==> src/verilog/mbs_params.svh <==
// Constants of the motor brake sequencer: offsets, fields, resets, timing.
`ifndef MBS_PARAMS_SVH
`define MBS_PARAMS_SVH
`define MBS_CLK_NS        40
`define MBS_MS_NS         1000000
`define MBS_MS_PER_S      1000
`define MBS_BOOST_MAX_S   2
`define MBS_HOLD_BOOST_S  2
`define MBS_ADR_CTRL      8'h00
`define MBS_ADR_ECO_DLY   8'h04
`define MBS_ADR_SW_DLY    8'h08
`define MBS_ADR_STATUS    8'h0C
`define MBS_ADR_INT_STAT  8'h10
`define MBS_ADR_INT_MASK  8'h14
`define MBS_ADR_CTL_PAR   8'h18
`define MBS_CTRL_BRAKE    0
`define MBS_CTRL_ECO      1
`define MBS_CTRL_CL       2
`define MBS_CTRL_RST      3'h0
`define MBS_ECO_DLY_RST   16'h0064
`define MBS_SW_DLY_RST    16'h0064
`define MBS_EV_REL        0
`define MBS_EV_APPLY      1
`define MBS_EV_BOOST      2
`define MBS_EV_CLREF      3
`define MBS_EV_LREJ       4
`define MBS_EV_TUNE       5
`define MBS_EV_W          6
`define MBS_RESP_OK       2'h0
`define MBS_RESP_ERR      2'h2
`endif

==> src/verilog/mbs_pkg.sv <==
// Types shared by the motor brake sequencer.
package mbs_pkg;
   typedef enum logic [2:0] {
      ST_OFF,
      ST_RUN,
      ST_ECO_WAIT,
      ST_ENGAGE,
      ST_PARK
   } mbs_state_e;
endpackage

==> src/verilog/mbs_ms_tick.sv <==
// Millisecond enable pulse derived from the system clock.
`timescale 1ns/100ps
`default_nettype none
module mbs_ms_tick #(
   parameter int CYC_PER_MS = 25000
) (
   input  wire logic aclk,
   input  wire logic aresetn,
   output var  logic tick
);
   localparam int CW = $clog2(CYC_PER_MS + 1);
   localparam logic [CW-1:0] LAST = CW'(CYC_PER_MS - 1);

   logic [CW-1:0] cnt_q;

   // Free running divider; one cycle high per millisecond.
   always_ff @(posedge aclk) begin
      if (!aresetn) begin
         cnt_q <= '0;
         tick  <= 1'b0;
      end else begin
         tick  <= (cnt_q == LAST);
         cnt_q <= (cnt_q == LAST) ? '0 : cnt_q + CW'(1);
      end
   end
endmodule
`default_nettype wire

==> src/verilog/mbs_brake_seq.sv <==
// Motor brake sequencer with current limits and AXI4-Lite registers.
`include "mbs_params.svh"
`timescale 1ns/100ps
`default_nettype none
module mbs_brake_seq #(
   parameter int CYC_PER_MS = `MBS_MS_NS / `MBS_CLK_NS,
   parameter int ADDR_W     = 8
) (
   input  wire logic              aclk,
   input  wire logic              aresetn,
   input  wire logic [ADDR_W-1:0] s_axi_awaddr,
   input  wire logic              s_axi_awvalid,
   output var  logic              s_axi_awready,
   input  wire logic [31:0]       s_axi_wdata,
   input  wire logic [3:0]        s_axi_wstrb,
   input  wire logic              s_axi_wvalid,
   output var  logic              s_axi_wready,
   output var  logic [1:0]        s_axi_bresp,
   output var  logic              s_axi_bvalid,
   input  wire logic              s_axi_bready,
   input  wire logic [ADDR_W-1:0] s_axi_araddr,
   input  wire logic              s_axi_arvalid,
   output var  logic              s_axi_arready,
   output var  logic [31:0]       s_axi_rdata,
   output var  logic [1:0]        s_axi_rresp,
   output var  logic              s_axi_rvalid,
   input  wire logic              s_axi_rready,
   input  wire logic              drive_enable_input,
   input  wire logic              fault_in,
   input  wire logic              load_voltage_ok,
   input  wire logic              motion_active,
   input  wire logic              accel_phase,
   input  wire logic              enc_configured,
   input  wire logic              enc_connected,
   input  wire logic              fieldbus_active,
   input  wire logic              local_wr_valid,
   input  wire logic [ADDR_W-1:0] local_wr_addr,
   input  wire logic [31:0]       local_wr_data,
   input  wire logic              tune_done,
   input  wire logic [15:0]       tune_kp,
   input  wire logic [15:0]       tune_ki,
   output var  logic              brake_out,
   output var  logic              current_on,
   output var  logic              boost_en,
   output var  logic              current_cap,
   output var  logic              closed_loop_on,
   output var  logic [15:0]       ctl_kp,
   output var  logic [15:0]       ctl_ki,
   output var  logic              irq
);
   localparam logic [11:0] BOOST_MS =
      12'(`MBS_BOOST_MAX_S * `MBS_MS_PER_S);
   localparam logic [11:0] HOLD_MS =
      12'(`MBS_HOLD_BOOST_S * `MBS_MS_PER_S);

   // Byte lanes of a write merged into the old register value.
   function automatic logic [31:0] merge(input logic [31:0] old,
                                         input logic [31:0] nw,
                                         input logic [3:0]  strb);
      logic [31:0] r;
      r = old;
      for (int i = 0; i < 4; i++) begin
         if (strb[i]) begin
            r[i*8 +: 8] = nw[i*8 +: 8];
         end
      end
      return r;
   endfunction

   // Word address of a byte address, low two bits dropped.
   function automatic logic [7:0] word_adr(input logic [ADDR_W-1:0] a);
      return {a[7:2], 2'b00};
   endfunction

   logic                   tick;
   mbs_pkg::mbs_state_e    state_q, state_d;
   logic [15:0]            dly_q, eco_dly_q, sw_dly_q;
   logic [11:0]            boost_ms_q, hold_ms_q;
   logic [2:0]             ctrl_q;
   logic [`MBS_EV_W-1:0]   int_stat_q, int_mask_q, ev;
   logic                   aw_full_q, w_full_q, clref_q;
   logic [ADDR_W-1:0]      aw_adr_q;
   logic [31:0]            w_dat_q;
   logic [3:0]             w_strb_q;

   mbs_ms_tick #(.CYC_PER_MS(CYC_PER_MS)) u_tick (
      .aclk    (aclk),
      .aresetn (aresetn),
      .tick    (tick)
   );

   // Write channel decode; address and data are taken in either order.
   wire aw_take  = s_axi_awvalid && s_axi_awready;
   wire w_take   = s_axi_wvalid && s_axi_wready;
   wire wr_fire  = aw_full_q && w_full_q && !s_axi_bvalid;
   wire aw_full_d = (aw_full_q || aw_take) && !wr_fire;
   wire w_full_d  = (w_full_q || w_take) && !wr_fire;
   wire [7:0] wa  = word_adr(aw_adr_q);
   wire wa_cfg = (wa == `MBS_ADR_CTRL) || (wa == `MBS_ADR_ECO_DLY) ||
                 (wa == `MBS_ADR_SW_DLY);
   wire wa_ok  = wa_cfg || (wa == `MBS_ADR_INT_MASK);
   // Config is locked while enabled so settings never shift under a move.
   wire wa_lock = wa_cfg && drive_enable_input;
   wire axi_we  = wr_fire && wa_ok && !wa_lock;
   // Local writes lose to the fieldbus and to a same-cycle bus write.
   wire loc_rej = local_wr_valid && (fieldbus_active || axi_we);
   wire [7:0] la = word_adr(local_wr_addr);
   wire loc_we = local_wr_valid && !loc_rej && !drive_enable_input;
   wire cfg_we = axi_we || loc_we;
   wire [7:0] cfg_a = axi_we ? wa : la;
   wire [31:0] cfg_d = axi_we ?
                       merge(32'h0000_0000, w_dat_q, w_strb_q) :
                       local_wr_data;
   wire [3:0] cfg_s = axi_we ? w_strb_q : 4'hF;

   // Read channel and read-to-clear of the interrupt status.
   wire ar_take  = s_axi_arvalid && s_axi_arready;
   wire rvalid_d = ar_take || (s_axi_rvalid && !s_axi_rready);
   wire [7:0] ra = word_adr(s_axi_araddr);
   wire rd_clr   = ar_take && (ra == `MBS_ADR_INT_STAT);

   // Run permission and the stop causes that end it.
   wire stop_hard = fault_in || !load_voltage_ok;
   wire run_ok    = drive_enable_input && !stop_hard;
   wire brake_en  = ctrl_q[`MBS_CTRL_BRAKE];
   wire eco_en    = ctrl_q[`MBS_CTRL_ECO] && brake_en;
   wire enc_ok    = enc_configured && enc_connected;

   // Brake sequencing state machine.
   always_comb begin
      state_d = state_q;
      unique case (state_q)
         mbs_pkg::ST_OFF: begin
            if (run_ok) begin
               state_d = mbs_pkg::ST_RUN;
            end
         end
         mbs_pkg::ST_RUN: begin
            if (stop_hard || (!run_ok && !brake_en)) begin
               state_d = mbs_pkg::ST_OFF;
            end else if (!run_ok) begin
               state_d = mbs_pkg::ST_ENGAGE;
            end else if (eco_en && !motion_active) begin
               state_d = mbs_pkg::ST_ECO_WAIT;
            end
         end
         mbs_pkg::ST_ECO_WAIT: begin
            if (stop_hard) begin
               state_d = mbs_pkg::ST_OFF;
            end else if (!run_ok || dly_q >= eco_dly_q) begin
               state_d = mbs_pkg::ST_ENGAGE;
            end else if (motion_active) begin
               state_d = mbs_pkg::ST_RUN;
            end
         end
         mbs_pkg::ST_ENGAGE: begin
            if (stop_hard) begin
               state_d = mbs_pkg::ST_OFF;
            end else if (dly_q >= sw_dly_q) begin
               state_d = !run_ok ? mbs_pkg::ST_OFF :
                         motion_active ? mbs_pkg::ST_RUN :
                         mbs_pkg::ST_PARK;
            end
         end
         mbs_pkg::ST_PARK: begin
            if (!run_ok) begin
               state_d = mbs_pkg::ST_OFF;
            end else if (motion_active) begin
               state_d = mbs_pkg::ST_RUN;
            end
         end
      endcase
   end

   // Output terms; the brake only opens while running is still allowed.
   wire st_open  = (state_q == mbs_pkg::ST_RUN) ||
                   (state_q == mbs_pkg::ST_ECO_WAIT);
   wire brake_d  = brake_en && st_open && run_ok;
   wire cur_d    = !stop_hard && (st_open ||
                   (state_q == mbs_pkg::ST_ENGAGE));
   wire [15:0] dly_d = (state_d != state_q) ? 16'h0000 :
                       (tick && dly_q != 16'hFFFF) ? dly_q + 16'h0001 :
                       dly_q;
   wire boost_d  = accel_phase && cur_d && (boost_ms_q < BOOST_MS);
   wire hold_d   = closed_loop_on && !motion_active && cur_d &&
                   (hold_ms_q < HOLD_MS);
   wire cl_d     = ctrl_q[`MBS_CTRL_CL] && enc_ok;
   wire clref_d  = ctrl_q[`MBS_CTRL_CL] && !enc_ok;

   // Events that set the sticky status bits.
   always_comb begin
      ev = '0;
      ev[`MBS_EV_REL]   = brake_d && !brake_out;
      ev[`MBS_EV_APPLY] = !brake_d && brake_out;
      ev[`MBS_EV_BOOST] = tick && accel_phase &&
                          (boost_ms_q == BOOST_MS - 12'h001);
      ev[`MBS_EV_CLREF] = clref_d && !clref_q;
      ev[`MBS_EV_LREJ]  = loc_rej;
      ev[`MBS_EV_TUNE]  = tune_done;
   end
   wire [`MBS_EV_W-1:0] stat_d =
      (int_stat_q & ~(rd_clr ? {`MBS_EV_W{1'b1}} : '0)) | ev;

   wire [31:0] rd_word =
      (ra == `MBS_ADR_CTRL)     ? {29'h0, ctrl_q} :
      (ra == `MBS_ADR_ECO_DLY)  ? {16'h0000, eco_dly_q} :
      (ra == `MBS_ADR_SW_DLY)   ? {16'h0000, sw_dly_q} :
      (ra == `MBS_ADR_STATUS)   ? {24'h0, 3'(state_q), closed_loop_on,
                                   current_cap, boost_en, current_on,
                                   brake_out} :
      (ra == `MBS_ADR_INT_STAT) ? {26'h0, int_stat_q} :
      (ra == `MBS_ADR_INT_MASK) ? {26'h0, int_mask_q} :
      {ctl_ki, ctl_kp};
   wire ra_ok = (ra <= `MBS_ADR_CTL_PAR);

   // AXI handshake registers.
   always_ff @(posedge aclk) begin
      if (!aresetn) begin
         aw_full_q     <= 1'b0;
         w_full_q      <= 1'b0;
         s_axi_awready <= 1'b0;
         s_axi_wready  <= 1'b0;
         s_axi_bvalid  <= 1'b0;
         s_axi_bresp   <= `MBS_RESP_OK;
         s_axi_arready <= 1'b0;
         s_axi_rvalid  <= 1'b0;
         s_axi_rdata   <= 32'h0000_0000;
         s_axi_rresp   <= `MBS_RESP_OK;
         aw_adr_q      <= '0;
         w_dat_q       <= 32'h0000_0000;
         w_strb_q      <= 4'h0;
      end else begin
         aw_full_q     <= aw_full_d;
         w_full_q      <= w_full_d;
         s_axi_awready <= !aw_full_d;
         s_axi_wready  <= !w_full_d;
         if (aw_take) begin
            aw_adr_q <= s_axi_awaddr;
         end
         if (w_take) begin
            w_dat_q  <= s_axi_wdata;
            w_strb_q <= s_axi_wstrb;
         end
         if (wr_fire) begin
            s_axi_bvalid <= 1'b1;
            s_axi_bresp  <= axi_we ? `MBS_RESP_OK : `MBS_RESP_ERR;
         end else if (s_axi_bready) begin
            s_axi_bvalid <= 1'b0;
         end
         s_axi_arready <= !rvalid_d;
         s_axi_rvalid  <= rvalid_d;
         if (ar_take) begin
            s_axi_rdata <= ra_ok ? rd_word : 32'h0000_0000;
            s_axi_rresp <= ra_ok ? `MBS_RESP_OK : `MBS_RESP_ERR;
         end
      end
   end

   // Configuration and interrupt registers.
   always_ff @(posedge aclk) begin
      if (!aresetn) begin
         ctrl_q     <= `MBS_CTRL_RST;
         eco_dly_q  <= `MBS_ECO_DLY_RST;
         sw_dly_q   <= `MBS_SW_DLY_RST;
         int_mask_q <= '0;
         int_stat_q <= '0;
         irq        <= 1'b0;
      end else begin
         if (cfg_we && cfg_a == `MBS_ADR_CTRL) begin
            ctrl_q <= 3'(merge({29'h0, ctrl_q}, cfg_d, cfg_s));
         end
         if (cfg_we && cfg_a == `MBS_ADR_ECO_DLY) begin
            eco_dly_q <= 16'(merge({16'h0, eco_dly_q}, cfg_d, cfg_s));
         end
         if (cfg_we && cfg_a == `MBS_ADR_SW_DLY) begin
            sw_dly_q <= 16'(merge({16'h0, sw_dly_q}, cfg_d, cfg_s));
         end
         if (cfg_we && cfg_a == `MBS_ADR_INT_MASK) begin
            int_mask_q <= `MBS_EV_W'(merge({26'h0, int_mask_q}, cfg_d,
                                           cfg_s));
         end
         // A new event in the clearing read cycle survives the clear.
         int_stat_q <= stat_d;
         irq        <= |(stat_d & int_mask_q);
      end
   end

   // Sequencer state, timers and drive outputs.
   always_ff @(posedge aclk) begin
      if (!aresetn) begin
         state_q        <= mbs_pkg::ST_OFF;
         dly_q          <= 16'h0000;
         boost_ms_q     <= 12'h000;
         hold_ms_q      <= 12'h000;
         brake_out      <= 1'b0;
         current_on     <= 1'b0;
         boost_en       <= 1'b0;
         current_cap    <= 1'b1;
         closed_loop_on <= 1'b0;
         clref_q        <= 1'b0;
         ctl_kp         <= 16'h0000;
         ctl_ki         <= 16'h0000;
      end else begin
         state_q        <= state_d;
         dly_q          <= dly_d;
         boost_ms_q     <= !(accel_phase && cur_d) ? 12'h000 :
                           (tick && boost_ms_q < BOOST_MS) ?
                           boost_ms_q + 12'h001 : boost_ms_q;
         hold_ms_q      <= (motion_active || !closed_loop_on) ? 12'h000 :
                           (tick && hold_ms_q < HOLD_MS) ?
                           hold_ms_q + 12'h001 : hold_ms_q;
         brake_out      <= brake_d;
         current_on     <= cur_d;
         boost_en       <= boost_d;
         current_cap    <= !(boost_d || hold_d);
         closed_loop_on <= cl_d;
         clref_q        <= clref_d;
         if (tune_done) begin
            ctl_kp <= tune_kp;
            ctl_ki <= tune_ki;
         end
      end
   end
endmodule
`default_nettype wire

==> config.mk <==
export PLATFORM = sky130hd
export DESIGN_NAME = mbs_brake_seq
export DESIGN_NICKNAME = d
export VERILOG_FILES = /design/src/verilog/mbs_pkg.sv /design/src/verilog/mbs_ms_tick.sv /design/src/verilog/mbs_brake_seq.sv
export VERILOG_INCLUDE_DIRS = /design/src /design/src/verilog
export SDC_FILE = /design/constraint.sdc
export NUM_CORES = 1
export LEC_CHECK = 0
export BUFFER_PORTS_ARGS = -buffer_cell sky130_fd_sc_hd__buf_2
export CELL_PAD_IN_SITES_DETAIL_PLACEMENT = 1
export CELL_PAD_IN_SITES_GLOBAL_PLACEMENT = 1
export CORE_AREA = 2 2 108 215
export CTS_BUF_LIST = sky130_fd_sc_hd__clkbuf_4
export CTS_CLUSTER_SIZE = 14
export DETAILED_ROUTE_END_ITERATION = 8
export DIE_AREA = 0 0 110 217
export PLACE_DENSITY_LB_ADDON = 0.05
export SKIP_LAST_GASP = 1
export SLEW_MARGIN = 25
export SYNTH_ARGS = -nofsm -noshare
export SYNTH_HDL_FRONTEND = slang
export SYNTH_SLANG_ARGS = --single-unit
==> constraint.sdc <==
create_clock -name aclk -period 5.71 [get_ports aclk]
set_input_delay 1.142 -clock aclk [delete_from_list [all_inputs] [get_ports aclk]]
set_output_delay 1.142 -clock aclk [all_outputs]
set_load 0.02 [all_outputs]
# ---- After elaboration in Yosys (flattened, before gate mapping)
# Cells that the tools add are included.
dict set report word_totals {
  elab_cells 191
  latch_bits 0
  rom_bits 0
  ram_bits 0
  regBits 230
  input_bits 141
  n_memories 0
  out_inout_bits 79
}
dict set report classes {
  n_bitwise 5
  div 0
  mul 0
  magnitude_cmp 5
  mux 30
  n_eq_ne 19
  reduce_logical 93
  n_shift 0
  n_addsub 4
}
# op count
set ops {}
lappend ops {{2-to-1 mux 32 bit} 7}
lappend ops {{logical AND 1 bit} 42}
lappend ops {{2-to-1 mux 3 bit} 12}
lappend ops {{>= comparator 16 bit} 2}
lappend ops {{adder 12 x 1 -> 12 bit (second input constant)} 2}
lappend ops {{logical NOT 8 bit} 3}
lappend ops {{< comparator 12 x 11 -> 1 bit (second input constant)} 2}
lappend ops {{2-to-1 mux 8 bit} 3}
lappend ops {{logical NOT 1 bit} 20}
lappend ops {{== test 6 x 2 -> 1 bit (second input constant)} 3}
lappend ops {{== test 6 x 3 -> 1 bit (second input constant)} 3}
lappend ops {{adder 16 x 1 -> 16 bit (second input constant)} 1}
lappend ops {{2-to-1 mux 16 bit} 1}
lappend ops {{!= test 16 bit (second input constant)} 1}
lappend ops {{adder 15 x 1 -> 15 bit (second input constant)} 1}
lappend ops {{== test 15 bit (second input constant)} 1}
lappend ops {{logical OR 1 bit} 15}
lappend ops {{one-hot mux 3 bit (5 select lines)} 1}
lappend ops {{AND reduction 2 bit} 7}
lappend ops {{bitwise AND 6 bit} 2}
lappend ops {{== test 12 x 11 -> 1 bit (second input constant)} 1}
lappend ops {{== test 6 x 1 -> 1 bit (second input constant)} 2}
lappend ops {{== test 8 x 3 -> 1 bit (second input constant)} 1}
lappend ops {{== test 8 x 4 -> 1 bit (second input constant)} 1}
lappend ops {{16 further kinds} 22}

# ---- Longest topological paths before layout
dict set report depth {
  ltp_word 14
  depth_mapped 10
  ltp_nobuf 9
}

# ---- By module
# Synthesis repeated with hierarchy kept, for this count alone.
dict set report hier_totals {
  cells_unflattened 1154
  hier_area_um2 10034.6
}
# mod seq_area_each_um2 area_per_inst_um2 n_inst cells_each
set modules_own_cells {}
lappend modules_own_cells {mbs_brake_seq 3883.7 9335.2 1 1076}
lappend modules_own_cells {mbs_ms_tick 320.3 699.4 1 78}

# ---- Worst setup path before layout
# No wires, ideal clock.
dict set report synth_path {
  path_kind {input-to-reg}
  start {input port s_axi_araddr[4]}
  end {register irq}
  t_arrival_ns 2.561
  path_slack_ns 3.017
  stages 7
  setup_time_ns 0.132
  path_buffers 1
  t_required_ns 5.578
  cell_sequence {buf_2 > nor3b_1 > and2_1 > nand3_1 > a32o_1 > a222oi_1 > a21oi_1}
}
dict set report synth_via {
  elab_chain_cells 8
}
# item line
set synth_lines {}
lappend synth_lines {{start: declaration} mbs_brake_seq.sv:21} ;# input wire logic [ADDR_W-1:0] s_axi_araddr,
lappend synth_lines {{== test 6 x 3 -> 1 bit (no source line)} n/a}
lappend synth_lines {{logical AND 1 bit} mbs_brake_seq.sv:120} ;# wire rd_clr = ar_take && (ra == `MBS_ADR_INT_STAT);
lappend synth_lines {{2-to-1 mux 6 bit} mbs_brake_seq.sv:202} ;# (int_stat_q & ~(rd_clr ? {`MBS_EV_W{1'b1}} : '0)) | ev;
lappend synth_lines {{NOT 6 bit} mbs_brake_seq.sv:202}
lappend synth_lines {{bitwise AND 6 bit} mbs_brake_seq.sv:202}
lappend synth_lines {{OR 6 bit} mbs_brake_seq.sv:202}
lappend synth_lines {{bitwise AND 6 bit} mbs_brake_seq.sv:284} ;# irq <= |(stat_d & int_mask_q);
lappend synth_lines {{OR reduction 6 bit} mbs_brake_seq.sv:284}
lappend synth_lines {{end signal: assignment} mbs_brake_seq.sv:284}
lappend synth_lines {{end: declaration} mbs_brake_seq.sv:49} ;# output var logic irq
# No other way between the ends.
# A chain may end at the register's enable or synchronous reset.

# ---- Worst setup path after layout
dict set report layout_path {
  start {input port s_axi_arvalid}
  end {register s_axi_rdata[11]}
}
dict set report layout_via {
  elab_chain_cells 1
}
# item line
set layout_lines {}
lappend layout_lines {{start: declaration} mbs_brake_seq.sv:22} ;# input wire logic s_axi_arvalid,
lappend layout_lines {{logical AND 1 bit} mbs_brake_seq.sv:117} ;# wire ar_take = s_axi_arvalid && s_axi_arready;
lappend layout_lines {{end signal: assignment} mbs_brake_seq.sv:253} ;# s_axi_rdata <= ra_ok ? rd_word : 32'h0000_0000;
lappend layout_lines {{end: declaration} mbs_brake_seq.sv:24} ;# output var logic [31:0] s_axi_rdata,
# No other way between the ends.

==> out/metrics.csv <==
stage,metric,value,unit
clocking,Clock Tree Root,clkbuf_4,
floorplanning,Die Y,217,um
clocking,CTS sink count,210,
synthesis,Post-synth ARST share,0,
sta,RSZ-0062 raised after global routing,no,
sta,max-slew violations,0,
clocking,clock latency on the worst-skew pair,690,ps
setup_path,critical path type,input pin to register,
route,Wirelength per Cell,17.5,um
power_and_ir_drop,Max IR drop VDD,0.000156,V
floorplanning,Die Wd,110,um
setup_path,Worst R2R Start,aw_adr_q[2],
clocking,hold buffer count at CTS,0,
setup_path,internal reg-to-reg setup slack,2710,ps
synthesis,share of Yosys cell area claimed by the top area cell type,0.427,
synthesis,Synth area leaders,"dfxtp_1 (43%), nor2_1 (6.7%), nand2_1 (5.4%), ha_1 (4.6%), a21oi_1 (4.3%)",
setup_path,worst reg-to-reg path cell count,7,
synthesis,Mapped Cells,1174,
power_and_ir_drop,leak pwr,4.81,nW
placed_design,Port Buf Inserts,177,
setup_path,"Cell Chain, Critical Path",buf_2 -> nand2_1 -> a31oi_1 -> nand2_1 -> nor3_2 -> o21ai_0 -> o21ai_0,
worst_hold_path,Min-Delay Path Class,register to register,
sta,Slew headroom,0.274,
setup_path,Max stage delay on crit path,660,ps
synthesis,Most used DFF post-synth,dfxtp_1,
synthesis,Yosys cell types,72,
sta,Post-Route Skew,33.5,ps
sta,final hold vios,0,
floorplanning,Die ar.,23900,um^2
sta,final hold slack,449,ps
route,vias per inst,5.51,
sta,fin worst setup slack,2690,ps
floorplanning,site row count,78,
global_routing,initial antenna violation count,1,
setup_path,"Max stage delay cell, worst path",nor3_2,
placed_design,Place WS,1990,ps
sta,total negative slack,0,ps
power_and_ir_drop,Pwr Density,261,nW/um^2
job,max-cap violations,0,
floorplanning,num ports,220,
clocking,PostCTS Resize Cnt,0,
setup_path,Critical Path Source,s_axi_arvalid,
setup_path,FF-to-FF End,eco_dly_q[0],
sta,crit share post-route,0.530,
synthesis,Post-Syn Area,9850,um^2
layout,layout cells sized above 1,0.201,
floorplanning,Initial Utilization,0.441,
route,# DRC,0,
layout,final layout net count,1522,
route,Starting DRT DRC Count,423,
global_routing,first-pass GRT wire length,46800,um
route,Initial DRT Pass Iterations,4,
clocking,maximum clock path buffer count,3,
global_routing,Tot GR Track Use,0.246,
clocking,post-CTS setup buffer count,0,
setup_path,Worst Path Required,6320,ps
clocking,CTS tree,built,
sta,Fmax,331,MHz
clocking,clock-pin slew on the worst setup and hold paths,80,ps
placed_design,DP Wirelength,21900,um
route,Total Routed Length,29100,um
floorplanning,total core area,22300,um^2
route,routed vias,9153,
setup_path,worst-path maximum fanout,25,
setup_path,Worst setup SP type,input pin,
sta,Final setup viols,0,
global_routing,vias in the first global route,9391,
setup_path,crit path DAT,3640,ps
layout,Area Overhead vs Synth,16.6,%
clocking,clock buffer count from CTS,50,
global_routing,final global-route overflow total,0,
synthesis,register area share after synthesis,0.427,
placed_design,GP Congestion,0.864,
route,DRT antenna net count,0,
setup_path,Crit path max-delay family,simple AND/OR/NAND/NOR gates,
setup_path,Buf/Inv on CP,1,
synthesis,Yosys reg bits,210,
status,status,"complete, no violations",
sta,Worst-Margin Slew,1090,ps
clocking,Max H-tree Level,2,
setup_path,critical path depth,7,
setup_path,Setup crit end,s_axi_rdata[11],
synthesis,Synth area leader,dfxtp_1,
sta,fin crit period,3020,ps
synthesis,Yosys Warn Count,0,
layout,Layout Utilization,0.514,
synthesis,Mapped Avg Cell Area,8.39,um^2
global_routing,largest net degree at the start of global routing,71,
synthesis,Post-synth EDFFs,0,
setup_path,critical path capture point type,register,
==> per-stage QoR <==
step | area [um^2] | power [mW] | cells
global placement | 10800 | 1.78 | 1573
floorplan | 9860 | 1.70 | 1175
global route | 11500 | 3.14 | 1662
finish | 11500 | 3.00 | 1662
CTS | 11500 | 3.05 | 1661
detailed placement | 10900 | 1.79 | 1573
==> state kept, by name, summed over array words and instances (netlist names), 12 cells and up <==
| register | count |
|---|---|
| boost_ms_q | 12 |
| sw_dly_q | 16 |
| ctl_ki | 16 |
| eco_dly_q | 16 |
| ctl_kp | 16 |
| s_axi_rdata | 32 |
| dly_q | 16 |
| u_tick.cnt_q | 15 |
| hold_ms_q | 12 |
| w_dat_q | 16 |
==> placed cells by master, fill, tap and decap left out, drive strengths merged, types with 27 or more instances in the layout <==
cell / netlist / routed
o21ai: 42 / 42
mux2i: 39 / 39
ha: 36 / 36
nor2: 177 / 177
clkbuf: 41 / 72
xor2: 28 / 28
buf: 20 / 179
and3: 27 / 27
a21oi: 87 / 87
dfxtp: 210 / 210
nand2: 142 / 142
a211oi: 36 / 36
inv: 44 / 44
==> layout make-up <==
type / count / area (um^2)
fill: 2807 / 10900
multi-input combinational: 860 / 5230
sequential: 210 / 4200
timing repair buffer: 179 / 901
clock buffer: 72 / 541
tap: 280 / 350
inverter: 44 / 168
clock inverter: 16 / 95.1
antenna: 1 / 2.50
==> per-layer routing <==
layer | global-route usage | up-vias | part of all wire
li1 | - | 4495 | -
met1 | 0.287 | 4359 | 0.41
met2 | 0.433 | 233 | 0.51
met3 | 0.0446 | 66 | 0.049
met4 | 0.100 | 0 | 0.033
met5 | 0 | - | 0
==> synthesized netlist by cell type (all sizes together) (4+ instances only) <==
cell type / number
a22oi: 21
a22o: 12
a31oi: 13
nand2: 142
a21oi: 87
nand2b: 5
nor3: 19
nor2: 177
nand3: 24
ha: 36
xor2: 28
a211oi: 36
and2: 12
o31ai: 7
a21o: 6
o21ai: 42
nor3b: 5
and3: 27
nor2b: 12
buf: 20
a31o: 4
inv: 44
a222oi: 4
mux2i: 39
o211a: 4
or2: 7
a221oi: 10
dfxtp: 210
clkbuf: 41
o221ai: 5
or3: 6
o211ai: 7
nand4: 15
xnor2: 13
==> cell families after synthesis <==
family,Yosys count,share of synthesized area
AOI/OAI and AO/OA,277,0.190
and+or+nand+nor,465,0.218
adders and majority gates,36,0.0457
DFF,210,0.427
muxes,39,0.0396
xor gates and xnor gates,41,0.0364
other,1,0.000381
buffers and inverters,105,0.0434
==> report_power, final <==
| part | internal (mW) | switching, mW | leakage, nW |
|---|---|---|---|
| Sequential | 1.50 | 0.0264 | 1.70 |
| Combinational | 0.0861 | 0.149 | 2.73 |
| Clock | 0.624 | 0.614 | 0.368 |
==> how the worst min path moves through the flow <==
stage	from	endpoint	slack (ps)	cells after the start
after CTS	u_tick.cnt_q[0]	u_tick.cnt_q[0]	450	1
after global placement	u_tick.cnt_q[0]	u_tick.cnt_q[0]	430	1
after global routing	u_tick.cnt_q[0]	u_tick.cnt_q[0]	460	1
final	u_tick.cnt_q[0]	u_tick.cnt_q[0]	450	1
after floorplan	u_tick.cnt_q[0]	u_tick.cnt_q[0]	420	1
after detailed placement	u_tick.cnt_q[0]	u_tick.cnt_q[0]	440	1
(Power assumes the default switching activity.)
